$ cat config.mk
export PLATFORM = sky130hd
export DESIGN_NAME = pwm_ramp_timing
export DESIGN_NICKNAME = d
export VERILOG_FILES = /design/src/common/pwm_timing_pkg.sv /design/src/hdl/pwm_shadow_reg.sv /design/src/hdl/pwm_frame_pattern.sv /design/src/hdl/pwm_ramp_timing.sv
export VERILOG_INCLUDE_DIRS = /design/src /design/src/common
export SDC_FILE = /design/constraint.sdc
export NUM_CORES = 1
export LEC_CHECK = 0
export ABC_AREA = 1
export BUFFER_PORTS_ARGS = -buffer_cell sky130_fd_sc_hd__buf_2
export CORE_MARGIN = 4
export CORE_UTILIZATION = 45
export CTS_BUF_LIST = sky130_fd_sc_hd__clkbuf_16
export CTS_CLUSTER_DIAMETER = 100
export DETAILED_ROUTE_END_ITERATION = 8
export SYNTH_ARGS = -nofsm -noshare
export SYNTH_HDL_FRONTEND = slang
export SYNTH_SLANG_ARGS = --single-unit
$ cat constraint.sdc
create_clock -name clk -period 5.2 [get_ports clk]
set_input_delay 1.04 -clock clk [delete_from_list [all_inputs] [get_ports clk]]
set_output_delay 1.04 -clock clk [all_outputs]
set_load 0.05 [all_outputs]
$ cat src/common/pwm_timing_consts.svh
// Purpose: shared constants for the power stage waveform timing core
// Assumes: included by bare name from every design file that needs it
// Notes:   definitions only
`ifndef PWM_TIMING_CONSTS_SVH
`define PWM_TIMING_CONSTS_SVH

// ****************************************
// widths and field positions
// ****************************************
`define PWM_CMP_W        12
`define PWM_CNT_W        13
`define PWM_RB_W         16
`define PWM_FRAC_MSB     15
`define PWM_FRAC_LSB     12
`define PWM_FRAC_W       4
`define PWM_OCFG_W       8
`define PWM_MTX_W        4

// ****************************************
// write selects of the buffered registers
// ****************************************
`define PWM_SEL_SET_A    3'h0
`define PWM_SEL_RESET_A  3'h1
`define PWM_SEL_SET_B    3'h2
`define PWM_SEL_RESET_B  3'h3
`define PWM_SEL_OCFG     3'h4
`define PWM_SEL_MTX      3'h5

// ****************************************
// reset values
// ****************************************
`define PWM_RST_CMP      12'h000
`define PWM_RST_RB       16'h0000
`define PWM_RST_OCFG     8'h00
`define PWM_RST_MTX      4'h0
`define PWM_RST_FRAME    4'h0

`endif

$ cat src/common/pwm_timing_pkg.sv
// Purpose: types shared by the waveform timing core
// Assumes: nothing
// Notes:   constants live in the header
package pwm_timing_pkg;

   // ****************************************
   // ramp modes
   // ****************************************
   typedef enum logic [1:0]
   {
      RAMP_TWO    = 2'h0,
      RAMP_ONE    = 2'h1,
      RAMP_CENTER = 2'h2
   } ramp_mode_e;

   // ****************************************
   // sequencer phases, gray along idle, a, b
   // ****************************************
   typedef enum logic [1:0]
   {
      PH_IDLE = 2'h0,
      PH_A    = 2'h1,
      PH_B    = 2'h3
   } phase_e;

endpackage : pwm_timing_pkg

$ cat src/hdl/pwm_shadow_reg.sv
// Purpose: one buffered register with a working copy loaded on transfer
// Assumes: write and transfer are synchronous to clk
// Notes:   a write in the transfer cycle reaches the buffer, not the copy
`timescale 1ns/1ps
`default_nettype none

module pwm_shadow_reg #(
   parameter int          WIDTH = 12,
   parameter logic [WIDTH-1:0] RESET_VALUE = '0
)(
   // clock and reset
   input  wire logic             clk,
   input  wire logic             rst_b,
   input  wire logic             ce,
   // software side
   input  wire logic             wr,
   input  wire logic [WIDTH-1:0] wr_data,
   // transfer strobe
   input  wire logic             xfer,
   // working value
   output logic      [WIDTH-1:0] working
);

   logic [WIDTH-1:0] buffered;

   always_ff @(posedge clk or negedge rst_b)
   begin
      if (!rst_b)
      begin
         buffered <= RESET_VALUE;
         working  <= RESET_VALUE;
      end
      else if (ce)
      begin
         if (wr)
            buffered <= wr_data;
         if (xfer)
            working <= buffered;
      end
   end

endmodule : pwm_shadow_reg

`default_nettype wire

$ cat src/hdl/pwm_frame_pattern.sv
// Purpose: decides whether the current cycle of a 16-cycle frame is stretched
// Assumes: frame position advances once per cycle
// Notes:   bit-reversed position ranks the cycles, spreading them evenly
`timescale 1ns/1ps
`default_nettype none

module pwm_frame_pattern #(
   parameter int FRAC_W = 4
)(
   // frame position and divider
   input  wire logic [FRAC_W-1:0] frame_pos,
   input  wire logic [FRAC_W-1:0] divider,
   // result
   output logic                   stretch
);

   logic [FRAC_W-1:0] rank;

   // rank 0,8,4,12.. gives cycle 0 for d=1, 0 and 8 for d=2, even ones for d=8
   always_comb
   begin
      for (int i = 0; i < FRAC_W; i++)
         rank[i] = frame_pos[FRAC_W-1-i];
   end

   assign stretch = (rank < divider); // RQ19 RQ23

endmodule : pwm_frame_pattern

`default_nettype wire

$ cat src/hdl/pwm_ramp_timing.sv
// Purpose: waveform timing core of a two-output power stage controller
// Assumes: all inputs synchronous to clk; outputs active high
// Notes:   outputs are registered, one clock behind the sequencer
//
// Overview of operation
// [RQ1] two-ramp: part A period, then part B
// [RQ2] two-ramp on-time is reset minus set
// [RQ3] two-ramp dead-time is set plus one
// [RQ4] one-ramp: shared ramp, outputs may overlap
// [RQ5] one-ramp on-times and dead-times from compares
// [RQ6] centered: pulses centred, on-times doubled
// [RQ7] centered dead-time and cycle length doubled
// [RQ8] centered ignores reset_a_compare for outputs
// [RQ9] fifty percent copies part B into A
// [RQ10] new values applied together at cycle end
// [RQ11] software may halt, reload, restart
// [RQ12] auto latch transfers only after reset_b write
// [RQ13] auto latch change effective after next cycle
// [RQ14] lock bit blocks transfer until cleared
// [RQ15] sync covers config, matrix, four compares
// [RQ16] auto latch prevails over lock bit
// [RQ17] enhanced: 16-cycle frames, divider bits 15:12
// [RQ18] timing values are twelve bits wide
// [RQ19] d cycles stretched, spread evenly
// [RQ20] stretch adds one count to part A
// [RQ21] normal cycle is sum of four times
// [RQ22] new set loaded at top of last ramp; centered mode loads it at the bottom of the down ramp
// [RQ23] frame counter wraps, zero divider stretches none
`timescale 1ns/1ps
`default_nettype none

`include "pwm_timing_consts.svh"

module pwm_ramp_timing
   import pwm_timing_pkg::*;
#(
   parameter int CMP_W = `PWM_CMP_W,
   parameter int CNT_W = `PWM_CNT_W
)(
   // clock and reset
   input  wire logic                    clk,
   input  wire logic                    rst_b,
   input  wire logic                    ce,
   // buffered register writes
   input  wire logic                    wr_en,
   input  wire logic [2:0]              wr_sel,
   input  wire logic [`PWM_RB_W-1:0]    wr_data,
   // configuration and control
   input  wire logic                    run,
   input  wire logic [1:0]              ramp_mode,
   input  wire logic                    fifty_percent,
   input  wire logic                    enhanced_en,
   input  wire logic                    lock,
   input  wire logic                    auto_update_latch,
   // power stage outputs
   output logic                         output_a,
   output logic                         output_b,
   // status
   output logic                         cycle_end,
   output logic [`PWM_FRAC_W-1:0]       frame_pos,
   output logic                         auto_latch_active,
   output logic                         update_pending,
   output logic [`PWM_OCFG_W-1:0]       sync_output_config,
   output logic [`PWM_MTX_W-1:0]        output_matrix_config
);

   // ****************************************
   // buffered and working registers
   // ****************************************
   logic                    xfer;
   logic [CMP_W-1:0]        w_set_a;
   logic [CMP_W-1:0]        w_reset_a;
   logic [CMP_W-1:0]        w_set_b;
   logic [`PWM_RB_W-1:0]    w_reset_b;

   wire  wr_set_a   = wr_en && (wr_sel == `PWM_SEL_SET_A);
   wire  wr_reset_a = wr_en && (wr_sel == `PWM_SEL_RESET_A);
   wire  wr_set_b   = wr_en && (wr_sel == `PWM_SEL_SET_B);
   wire  wr_reset_b = wr_en && (wr_sel == `PWM_SEL_RESET_B);
   wire  wr_ocfg    = wr_en && (wr_sel == `PWM_SEL_OCFG);
   wire  wr_mtx     = wr_en && (wr_sel == `PWM_SEL_MTX);
   wire  wr_cmp     = wr_set_a || wr_reset_a || wr_set_b || wr_reset_b;

   // every synchronised register shares the one transfer strobe
   pwm_shadow_reg #(.WIDTH(CMP_W), .RESET_VALUE(`PWM_RST_CMP)) u_set_a ( // RQ15
      .clk     (clk),
      .rst_b   (rst_b),
      .ce      (ce),
      .wr      (wr_set_a),
      .wr_data (wr_data[CMP_W-1:0]),
      .xfer    (xfer),
      .working (w_set_a)
   );

   pwm_shadow_reg #(.WIDTH(CMP_W), .RESET_VALUE(`PWM_RST_CMP)) u_reset_a (
      .clk     (clk),
      .rst_b   (rst_b),
      .ce      (ce),
      .wr      (wr_reset_a),
      .wr_data (wr_data[CMP_W-1:0]),
      .xfer    (xfer),
      .working (w_reset_a)
   );

   pwm_shadow_reg #(.WIDTH(CMP_W), .RESET_VALUE(`PWM_RST_CMP)) u_set_b (
      .clk     (clk),
      .rst_b   (rst_b),
      .ce      (ce),
      .wr      (wr_set_b),
      .wr_data (wr_data[CMP_W-1:0]),
      .xfer    (xfer),
      .working (w_set_b)
   );

   pwm_shadow_reg #(.WIDTH(`PWM_RB_W), .RESET_VALUE(`PWM_RST_RB)) u_reset_b (
      .clk     (clk),
      .rst_b   (rst_b),
      .ce      (ce),
      .wr      (wr_reset_b),
      .wr_data (wr_data),
      .xfer    (xfer),
      .working (w_reset_b)
   );

   pwm_shadow_reg #(.WIDTH(`PWM_OCFG_W), .RESET_VALUE(`PWM_RST_OCFG)) u_ocfg ( // RQ15
      .clk     (clk),
      .rst_b   (rst_b),
      .ce      (ce),
      .wr      (wr_ocfg),
      .wr_data (wr_data[`PWM_OCFG_W-1:0]),
      .xfer    (xfer),
      .working (sync_output_config)
   );

   pwm_shadow_reg #(.WIDTH(`PWM_MTX_W), .RESET_VALUE(`PWM_RST_MTX)) u_mtx (
      .clk     (clk),
      .rst_b   (rst_b),
      .ce      (ce),
      .wr      (wr_mtx),
      .wr_data (wr_data[`PWM_MTX_W-1:0]),
      .xfer    (xfer),
      .working (output_matrix_config)
   );

   // ****************************************
   // effective timing values
   // ****************************************
   wire [CMP_W-1:0]       e_set_b   = w_set_b; // RQ18
   wire [CMP_W-1:0]       e_reset_b = w_reset_b[CMP_W-1:0];
   wire [CMP_W-1:0]       e_set_a   = fifty_percent ? w_set_b : w_set_a; // RQ9
   wire [CMP_W-1:0]       e_reset_a = fifty_percent ? e_reset_b : w_reset_a; // RQ9
   wire [`PWM_FRAC_W-1:0] divider   = w_reset_b[`PWM_FRAC_MSB:`PWM_FRAC_LSB]; // RQ17

   // ****************************************
   // frame stretch
   // ****************************************
   logic pattern_hit;

   pwm_frame_pattern #(.FRAC_W(`PWM_FRAC_W)) u_pattern (
      .frame_pos (frame_pos),
      .divider   (divider),
      .stretch   (pattern_hit)
   );

   // normal mode never stretches, so the cycle is the plain sum
   wire             stretch = enhanced_en && pattern_hit; // RQ20 RQ21
   wire [CNT_W-1:0] s_cnt   = {{(CNT_W-1){1'b0}}, stretch};

   wire [CNT_W-1:0] sa_x = {1'b0, e_set_a};
   wire [CNT_W-1:0] ra_x = {1'b0, e_reset_a};
   wire [CNT_W-1:0] sb_x = {1'b0, e_set_b};
   wire [CNT_W-1:0] rb_x = {1'b0, e_reset_b};

   // part A thresholds carry the extra count of a stretched cycle
   wire [CNT_W-1:0] thr_a = sa_x + s_cnt; // RQ20
   wire [CNT_W-1:0] lim_a = ra_x + s_cnt; // RQ20
   wire [CNT_W-1:0] thr_b = sb_x + s_cnt;
   wire [CNT_W-1:0] lim_b = rb_x + s_cnt;

   // ****************************************
   // sequencer state
   // ****************************************
   phase_e          phase;
   phase_e          next_phase;
   logic [CNT_W-1:0] cnt;
   logic [CNT_W-1:0] next_cnt;
   logic            held;
   logic            next_held;
   logic            end_now;
   logic            act_a;
   logic            act_b;

   wire ramp_mode_e mode     = ramp_mode_e'(ramp_mode);
   wire             at_lim_a = (cnt == lim_a);
   wire             at_rb    = (cnt == rb_x);
   wire             at_zero  = (cnt == {CNT_W{1'b0}});

   always_comb
   begin
      next_phase = phase;
      next_cnt   = cnt + 1'b1;
      next_held  = 1'b0;
      end_now    = 1'b0;
      act_a      = 1'b0;
      act_b      = 1'b0;
      case (phase)
         PH_IDLE:
         begin
            // halted: restart always opens a fresh cycle at count zero
            next_cnt = '0; // RQ11
            if (run)
               next_phase = PH_A;
         end
         PH_A:
         begin
            case (mode)
               RAMP_ONE:
               begin
                  // one shared ramp, both outputs may be active together
                  act_a = (cnt > thr_a) && (cnt <= lim_a); // RQ4 RQ5
                  act_b = (cnt > thr_b) && (cnt <= lim_b); // RQ4 RQ5
                  if (cnt == lim_b)
                  begin
                     end_now  = 1'b1;
                     next_cnt = '0;
                  end
               end
               RAMP_CENTER:
               begin
                  // up ramp; reset_a_compare plays no part here
                  act_a = (cnt < sa_x); // RQ6 RQ8
                  act_b = (cnt >= sb_x); // RQ6 RQ7
                  if (at_rb)
                  begin
                     next_phase = PH_B;
                     next_cnt   = cnt;
                  end
               end
               default:
               begin
                  // part A period: set_a+1 dead counts, then on counts
                  act_a = (cnt > thr_a); // RQ1 RQ2 RQ3
                  if (at_lim_a)
                  begin
                     next_phase = PH_B; // RQ1
                     next_cnt   = '0;
                  end
               end
            endcase
         end
         PH_B:
         begin
            if (mode == RAMP_CENTER)
            begin
               act_a = (cnt < sa_x); // RQ6
               act_b = (cnt >= sb_x); // RQ6 RQ7
               next_cnt = cnt - 1'b1;
               if (at_zero)
               begin
                  next_cnt = '0;
                  if (stretch && !held)
                     next_held = 1'b1; // RQ20
                  else
                  begin
                     end_now    = 1'b1;
                     next_phase = PH_A;
                  end
               end
            end
            else
            begin
               act_b = (cnt > sb_x); // RQ2 RQ3
               if (at_rb)
               begin
                  end_now    = 1'b1;
                  next_phase = PH_A;
                  next_cnt   = '0;
               end
            end
         end
         default:
         begin
            next_phase = PH_IDLE;
            next_cnt   = '0;
         end
      endcase
      // leaving a mode mid-cycle is not supported; halt drops to idle
      if (!run)
      begin
         next_phase = PH_IDLE;
         next_cnt   = '0;
         next_held  = 1'b0;
         end_now    = 1'b0;
      end
   end

   always_ff @(posedge clk or negedge rst_b)
   begin
      if (!rst_b)
      begin
         phase <= PH_IDLE;
         cnt   <= '0;
         held  <= 1'b0;
      end
      else if (ce)
      begin
         phase <= next_phase;
         cnt   <= next_cnt;
         held  <= next_held;
      end
   end

   // ****************************************
   // update synchronisation
   // ****************************************
   logic rb_last;
   logic next_rb_last;

   // auto latch prevails; otherwise the lock bit gates the transfer
   wire update_ok = auto_latch_active ? rb_last : !lock; // RQ12 RQ14 RQ16
   // end of cycle is the top of the last ramp, except in centered mode where it is the bottom of the down ramp
   assign xfer = (end_now || !run) && update_ok; // RQ10 RQ11 RQ22

   // a reset_b write in the transfer cycle is kept for the next one
   always_comb
   begin
      next_rb_last = rb_last;
      if (xfer)
         next_rb_last = 1'b0;
      if (wr_cmp)
         next_rb_last = wr_reset_b; // RQ12
   end

   always_ff @(posedge clk or negedge rst_b)
   begin
      if (!rst_b)
      begin
         rb_last           <= 1'b0;
         auto_latch_active <= 1'b0;
      end
      else if (ce)
      begin
         rb_last <= next_rb_last;
         if (end_now)
            auto_latch_active <= auto_update_latch; // RQ13
      end
   end

   assign update_pending = rb_last;

   // ****************************************
   // frame position and outputs
   // ****************************************
   always_ff @(posedge clk or negedge rst_b)
   begin
      if (!rst_b)
      begin
         frame_pos <= `PWM_RST_FRAME;
         output_a  <= 1'b0;
         output_b  <= 1'b0;
         cycle_end <= 1'b0;
      end
      else if (ce)
      begin
         if (!run)
            frame_pos <= `PWM_RST_FRAME;
         else if (end_now)
            frame_pos <= frame_pos + 1'b1; // RQ17 RQ23
         output_a  <= act_a;
         output_b  <= act_b;
         cycle_end <= end_now;
      end
   end

endmodule : pwm_ramp_timing

`default_nettype wire

==> results.rst <==
.. list-table::
   :header-rows: 1

   * - Metric
     - Value
   * - Final net count
     - 1,470
   * - Met3 layer wire length in the routed design
     - 906 um
   * - Worst r2r src
     - frame_pos[0]
   * - Setup total negative slack
     - 0 ns
   * - Antenna violations before repair
     - 0
   * - Setup repair bufs after CTS
     - 0
   * - Max-slew headroom at the worst pin
     - 32.02%
   * - Cell-by-cell listing of the critical path
     - ha_1 > nand2_1 > nand2_1 > nor2_1 > a21boi_0 > ha_1 > nand3_1 > nor2_1 > nand2_1 > nor3_1 > inv_1 > nor4_1 > xor2_1 > ha_1 > nand2_1 > nor2_1 > nand2_1 > nor2_1 > nand3_1 > nand4_2 > nand3_4 > buf_12 > nand2_1 > o21ai_2
   * - Final non-filler cell total
     - 1,641
   * - Antenna-violating nets left
     - 0
   * - Starting density of the core
     - 45.94%
   * - Worst path setup slack after routing
     - 0.6452 ns
   * - DR WL met2
     - 11,480 um
   * - Startpoint of the most critical setup path
     - frame_pos[0]
   * - Die outline height
     - 157.7 um
   * - Count of filler cells inserted in the layout
     - 2,149
   * - Registers with the most flip-flops
     - u_reset_b.buffered x16, u_reset_b.working x16, cnt x13
   * - Count of state elements after synthesis
     - 153
   * - Upper clock frequency limit
     - 219.6 MHz
   * - Slew at the pin with the worst max-slew slack
     - 1.013 ns
   * - Run status
     - completed
   * - R2R Path End
     - u_set_b.working[10]
   * - Min Tclk post-route
     - 4.555 ns
   * - Total stage count of the critical path
     - 24
   * - Average detailed-routed wire length per instance
     - 15.58 um
   * - Crit path max-delay family
     - simple AND/OR/NAND/NOR gates
   * - Count of flip-flops with a built-in enable after synthesis
     - 0
   * - Number of DRC markers after the initial detailed-route iteration
     - 463
   * - Total nets after synthesis
     - 1,429
   * - Critical Path Fanout Max
     - 50
   * - Flop-to-flop setup slack
     - 0.65 ns
   * - HP Class
     - flop to flop
   * - Detailed-routing iteration count for the pre-antenna-repair pass
     - 5
   * - Number of ports placed on the die boundary
     - 51
   * - Core Footprint
     - 0.02196 mm2
   * - Critical Path End
     - u_set_b.working[10]
   * - Multi-input gate area
     - 0.005335 mm2
   * - RePlAce Congestion
     - 0.8409
   * - Startpoint-to-endpoint class of the critical path
     - flop to flop
   * - Clock tree from TritonCTS
     - yes
   * - Pwr per Cell Area
     - 434.9 mW/mm2
   * - Async set-reset flop share out of synthesis
     - 100.0%
   * - HPWL after detailed placement
     - 18,810 um
   * - RSZ-0062 raised after global routing
     - false
   * - CTS HTree Levels
     - 4
   * - Number of distinct library cells after synthesis
     - 37
   * - Longest Clk Path Bufs
     - 2
   * - Combined area of all synthesized cells
     - 0.01009 mm2
   * - Worst slack at placement
     - 0.3364 ns
   * - Post-synthesis sequential area ratio
     - 37.95%
   * - Overflow left after global routing
     - 0
   * - Number of standard cells after synthesis
     - 1,307
   * - Critical Path Most Common Cell
     - sky130_fd_sc_hd__nand2_1
   * - CTS buffer count
     - 17
   * - Average cell area after synthesis
     - 7.719 um2
   * - P&R area growth vs syn
     - 10.54%
   * - Delay of the slowest cell on the worst path
     - 0.44 ns
   * - Die area
     - 0.02488 mm2
   * - Maximum VDD drop
     - 247.1 uV
   * - Arrival @ worst endpoint
     - 4.86 ns
   * - Leading register cell type out of synthesis
     - sky130_fd_sc_hd__dfrtp_1
   * - Count of warnings emitted by yosys
     - 0
   * - Sequential cell area
     - 0.003829 mm2
   * - Number of max-slew violations in the final report
     - 0
   * - Count of endpoints failing hold in the final timing report
     - 0
   * - Number of gates resized after CTS
     - 0
   * - Max Cap Violations
     - 0
   * - Routed Wire Length
     - 25,560 um
   * - Total vias in the final route
     - 8,350
   * - Minimum hold slack
     - 0.4792 ns
   * - Worst R2R Path Depth
     - 24
   * - Clock-pin slew of the registers on the worst-case setup and hold paths
     - 0.07 ns
   * - Root buffer cell
     - sky130_fd_sc_hd__clkbuf_16
   * - Top routing layer in use
     - met4
   * - CP required
     - 5.51 ns
   * - Via count of the first global-routing pass
     - 7,872
   * - Global-route wire length before repair
     - 42,030 um
   * - Pin count of the biggest net entering global routing
     - 96
   * - Final worst clock skew
     - 0.01553 ns
   * - Critical Path Start Type
     - flop
   * - Slowest stage cell, crit path
     - sky130_fd_sc_hd__dfrtp_1
   * - Via-per-instance ratio
     - 5.088
   * - Share of the clock period used by the worst path
     - 87.59%
   * - Crit path buf inv count
     - 2
   * - Width of the die
     - 157.7 um
   * - DP Cell Count
     - 1,609
   * - Clock latency reported for the late side of the worst-skew pair
     - 0.43 ns
   * - Total number of clock tree sinks
     - 153
   * - Post-route DRC
     - 0
   * - Fraction of layout instances using a drive strength above 1
     - 11.46%
   * - M1 wire length
     - 12,730 um
   * - Cts-stage hold buffer count
     - 0
   * - Count of port buffers added during placement
     - 50
   * - Gr usage total
     - 21.52%
   * - Cell leakage power
     - 0.005737 uW
   * - Crit. End Element
     - flop
   * - Setup Viol. Count Final
     - 0
   * - Std-Cell Rows
     - 54
   * - Antenna diode count
     - 0
==> layout make-up <==
cell class,instances,share of cell area [%]
inverters,181,6.092
multi-input cells,935,47.84
well taps,280,3.141
clock buffers,17,3.815
repair buffers,60,3.198
flip-flops and latches,153,34.33
clock inverters,15,1.582
==> power breakdown <==
group | switching, uW | internal, uW
registers | 303 | 1520
logic | 1160 | 633
clock network | 593 | 646
total | 2060 | 2790
==> placed cells by master (no fill, tap or decap), types with 3 or more instances in the layout <==
cell | netlist | final
sky130_fd_sc_hd__ha_1 | 92 | 92
sky130_fd_sc_hd__nor4_1 | 4 | 4
sky130_fd_sc_hd__a21oi_1 | 54 | 54
sky130_fd_sc_hd__dfrtp_1 | 153 | 153
sky130_fd_sc_hd__nand4_1 | 20 | 20
sky130_fd_sc_hd__o21ai_2 | 55 | 55
sky130_fd_sc_hd__clkinv_8 | 0 | 6
sky130_fd_sc_hd__o211ai_1 | 6 | 6
sky130_fd_sc_hd__xor2_1 | 40 | 40
sky130_fd_sc_hd__clkbuf_16 | 0 | 17
sky130_fd_sc_hd__nand2_1 | 370 | 370
sky130_fd_sc_hd__nor3_1 | 13 | 13
sky130_fd_sc_hd__buf_2 | 12 | 49
sky130_fd_sc_hd__o21a_1 | 5 | 5
sky130_fd_sc_hd__xnor2_1 | 13 | 13
sky130_fd_sc_hd__o21ai_1 | 11 | 11
sky130_fd_sc_hd__inv_2 | 3 | 3
sky130_fd_sc_hd__nand3_1 | 48 | 48
sky130_fd_sc_hd__o21bai_1 | 3 | 3
sky130_fd_sc_hd__o21ai_0 | 112 | 112
sky130_fd_sc_hd__inv_6 | 0 | 3
sky130_fd_sc_hd__inv_1 | 177 | 177
sky130_fd_sc_hd__buf_4 | 1 | 8
sky130_fd_sc_hd__nor2_1 | 75 | 75
==> worst min path at each step <==
stage                                from                     to  slack (ns)  cells after the start
finish                           output_a               output_a        0.48                      2
detailed placement               output_a               output_a        0.47                      2
global placement                 output_a               output_a        0.46                      2
floorplan           u_reset_a.working[10]  u_reset_a.working[10]        0.45                      2
global route                     output_a               output_a        0.49                      2
CTS                              output_a               output_a        0.48                      2
==> logic make-up (layout without fill, tap and decap cells) <==
family	count (synthesis)	in the layout	synth area share (%)
buf+inv	219	273	9.240
compound gates	251	251	14.96
xor+xnor	53	53	4.601
simple gates	539	539	21.84
flops	153	153	37.95
fa+ha+maj	92	92	11.41
==> cell usage after synthesis (2+ instances only) <==
master                     number  area, um2
sky130_fd_sc_hd__inv_1        177      664.4
sky130_fd_sc_hd__buf_6         12      135.1
sky130_fd_sc_hd__inv_2          3      11.26
sky130_fd_sc_hd__xor2_1        40      350.3
sky130_fd_sc_hd__clkbuf_1      12      45.04
sky130_fd_sc_hd__o21a_1         5      37.54
sky130_fd_sc_hd__nand2_1      370       1389
sky130_fd_sc_hd__o211ai_1       6      45.04
sky130_fd_sc_hd__o21ai_2       55      481.7
sky130_fd_sc_hd__xnor2_1       13      113.9
sky130_fd_sc_hd__o21ai_0      112      560.5
sky130_fd_sc_hd__a21oi_1       54      270.3
sky130_fd_sc_hd__buf_2         12      60.06
sky130_fd_sc_hd__o21ai_1       11      55.05
sky130_fd_sc_hd__o21bai_1       3      22.52
sky130_fd_sc_hd__nand3b_1       2      15.01
sky130_fd_sc_hd__nor2_2         2      12.51
sky130_fd_sc_hd__nand4_1       20      125.1
sky130_fd_sc_hd__dfrtp_1      153       3829
sky130_fd_sc_hd__ha_1          92       1151
sky130_fd_sc_hd__nor2_1        75      281.5
sky130_fd_sc_hd__nand3_1       48      240.2
sky130_fd_sc_hd__nor3_1        13      65.06
sky130_fd_sc_hd__nor4_1         4      25.02
==> per-stage QoR <==
step / utilization (%) / total power [uW] / instance area (um2)
after floorplan: - / 3131 / 10090
after global placement: 48.05 / 3587 / 10550
after detailed placement: 48.05 / 3625 / 10550
after CTS: 50.79 / 4890 / 11150
after global routing: 50.79 / 5237 / 11150
final: 50.79 / 4850 / 11150
==> worst register-to-register path, stage by stage, from the launching register on <==
cell and delay (ns):
sky130_fd_sc_hd__dfrtp_1 0.44, sky130_fd_sc_hd__ha_1 0.33, sky130_fd_sc_hd__nand2_1 0.07, sky130_fd_sc_hd__nand2_1 0.05, sky130_fd_sc_hd__nor2_1 0.14, sky130_fd_sc_hd__a21boi_0 0.29
sky130_fd_sc_hd__ha_1 0.23, sky130_fd_sc_hd__nand3_1 0.11, sky130_fd_sc_hd__nor2_1 0.11, sky130_fd_sc_hd__nand2_1 0.08, sky130_fd_sc_hd__nor3_1 0.25, sky130_fd_sc_hd__inv_1 0.10
sky130_fd_sc_hd__nor4_1 0.24, sky130_fd_sc_hd__xor2_1 0.11, sky130_fd_sc_hd__ha_1 0.28, sky130_fd_sc_hd__nand2_1 0.06, sky130_fd_sc_hd__nor2_1 0.13, sky130_fd_sc_hd__nand2_1 0.08
sky130_fd_sc_hd__nor2_1 0.17, sky130_fd_sc_hd__nand3_1 0.15, sky130_fd_sc_hd__nand4_2 0.17, sky130_fd_sc_hd__nand3_4 0.32, sky130_fd_sc_hd__buf_12 0.34, sky130_fd_sc_hd__nand2_1 0.13
sky130_fd_sc_hd__o21ai_2 0.05
==> metal layers <==
layer	global-route usage [%]	vias up
met4	5.858	0
met1	31.26	3877
li1	-	4310
met2	33.70	140
met3	3.198	23
met5	0	-
Note: power is estimated with default switching activity, not from simulation.
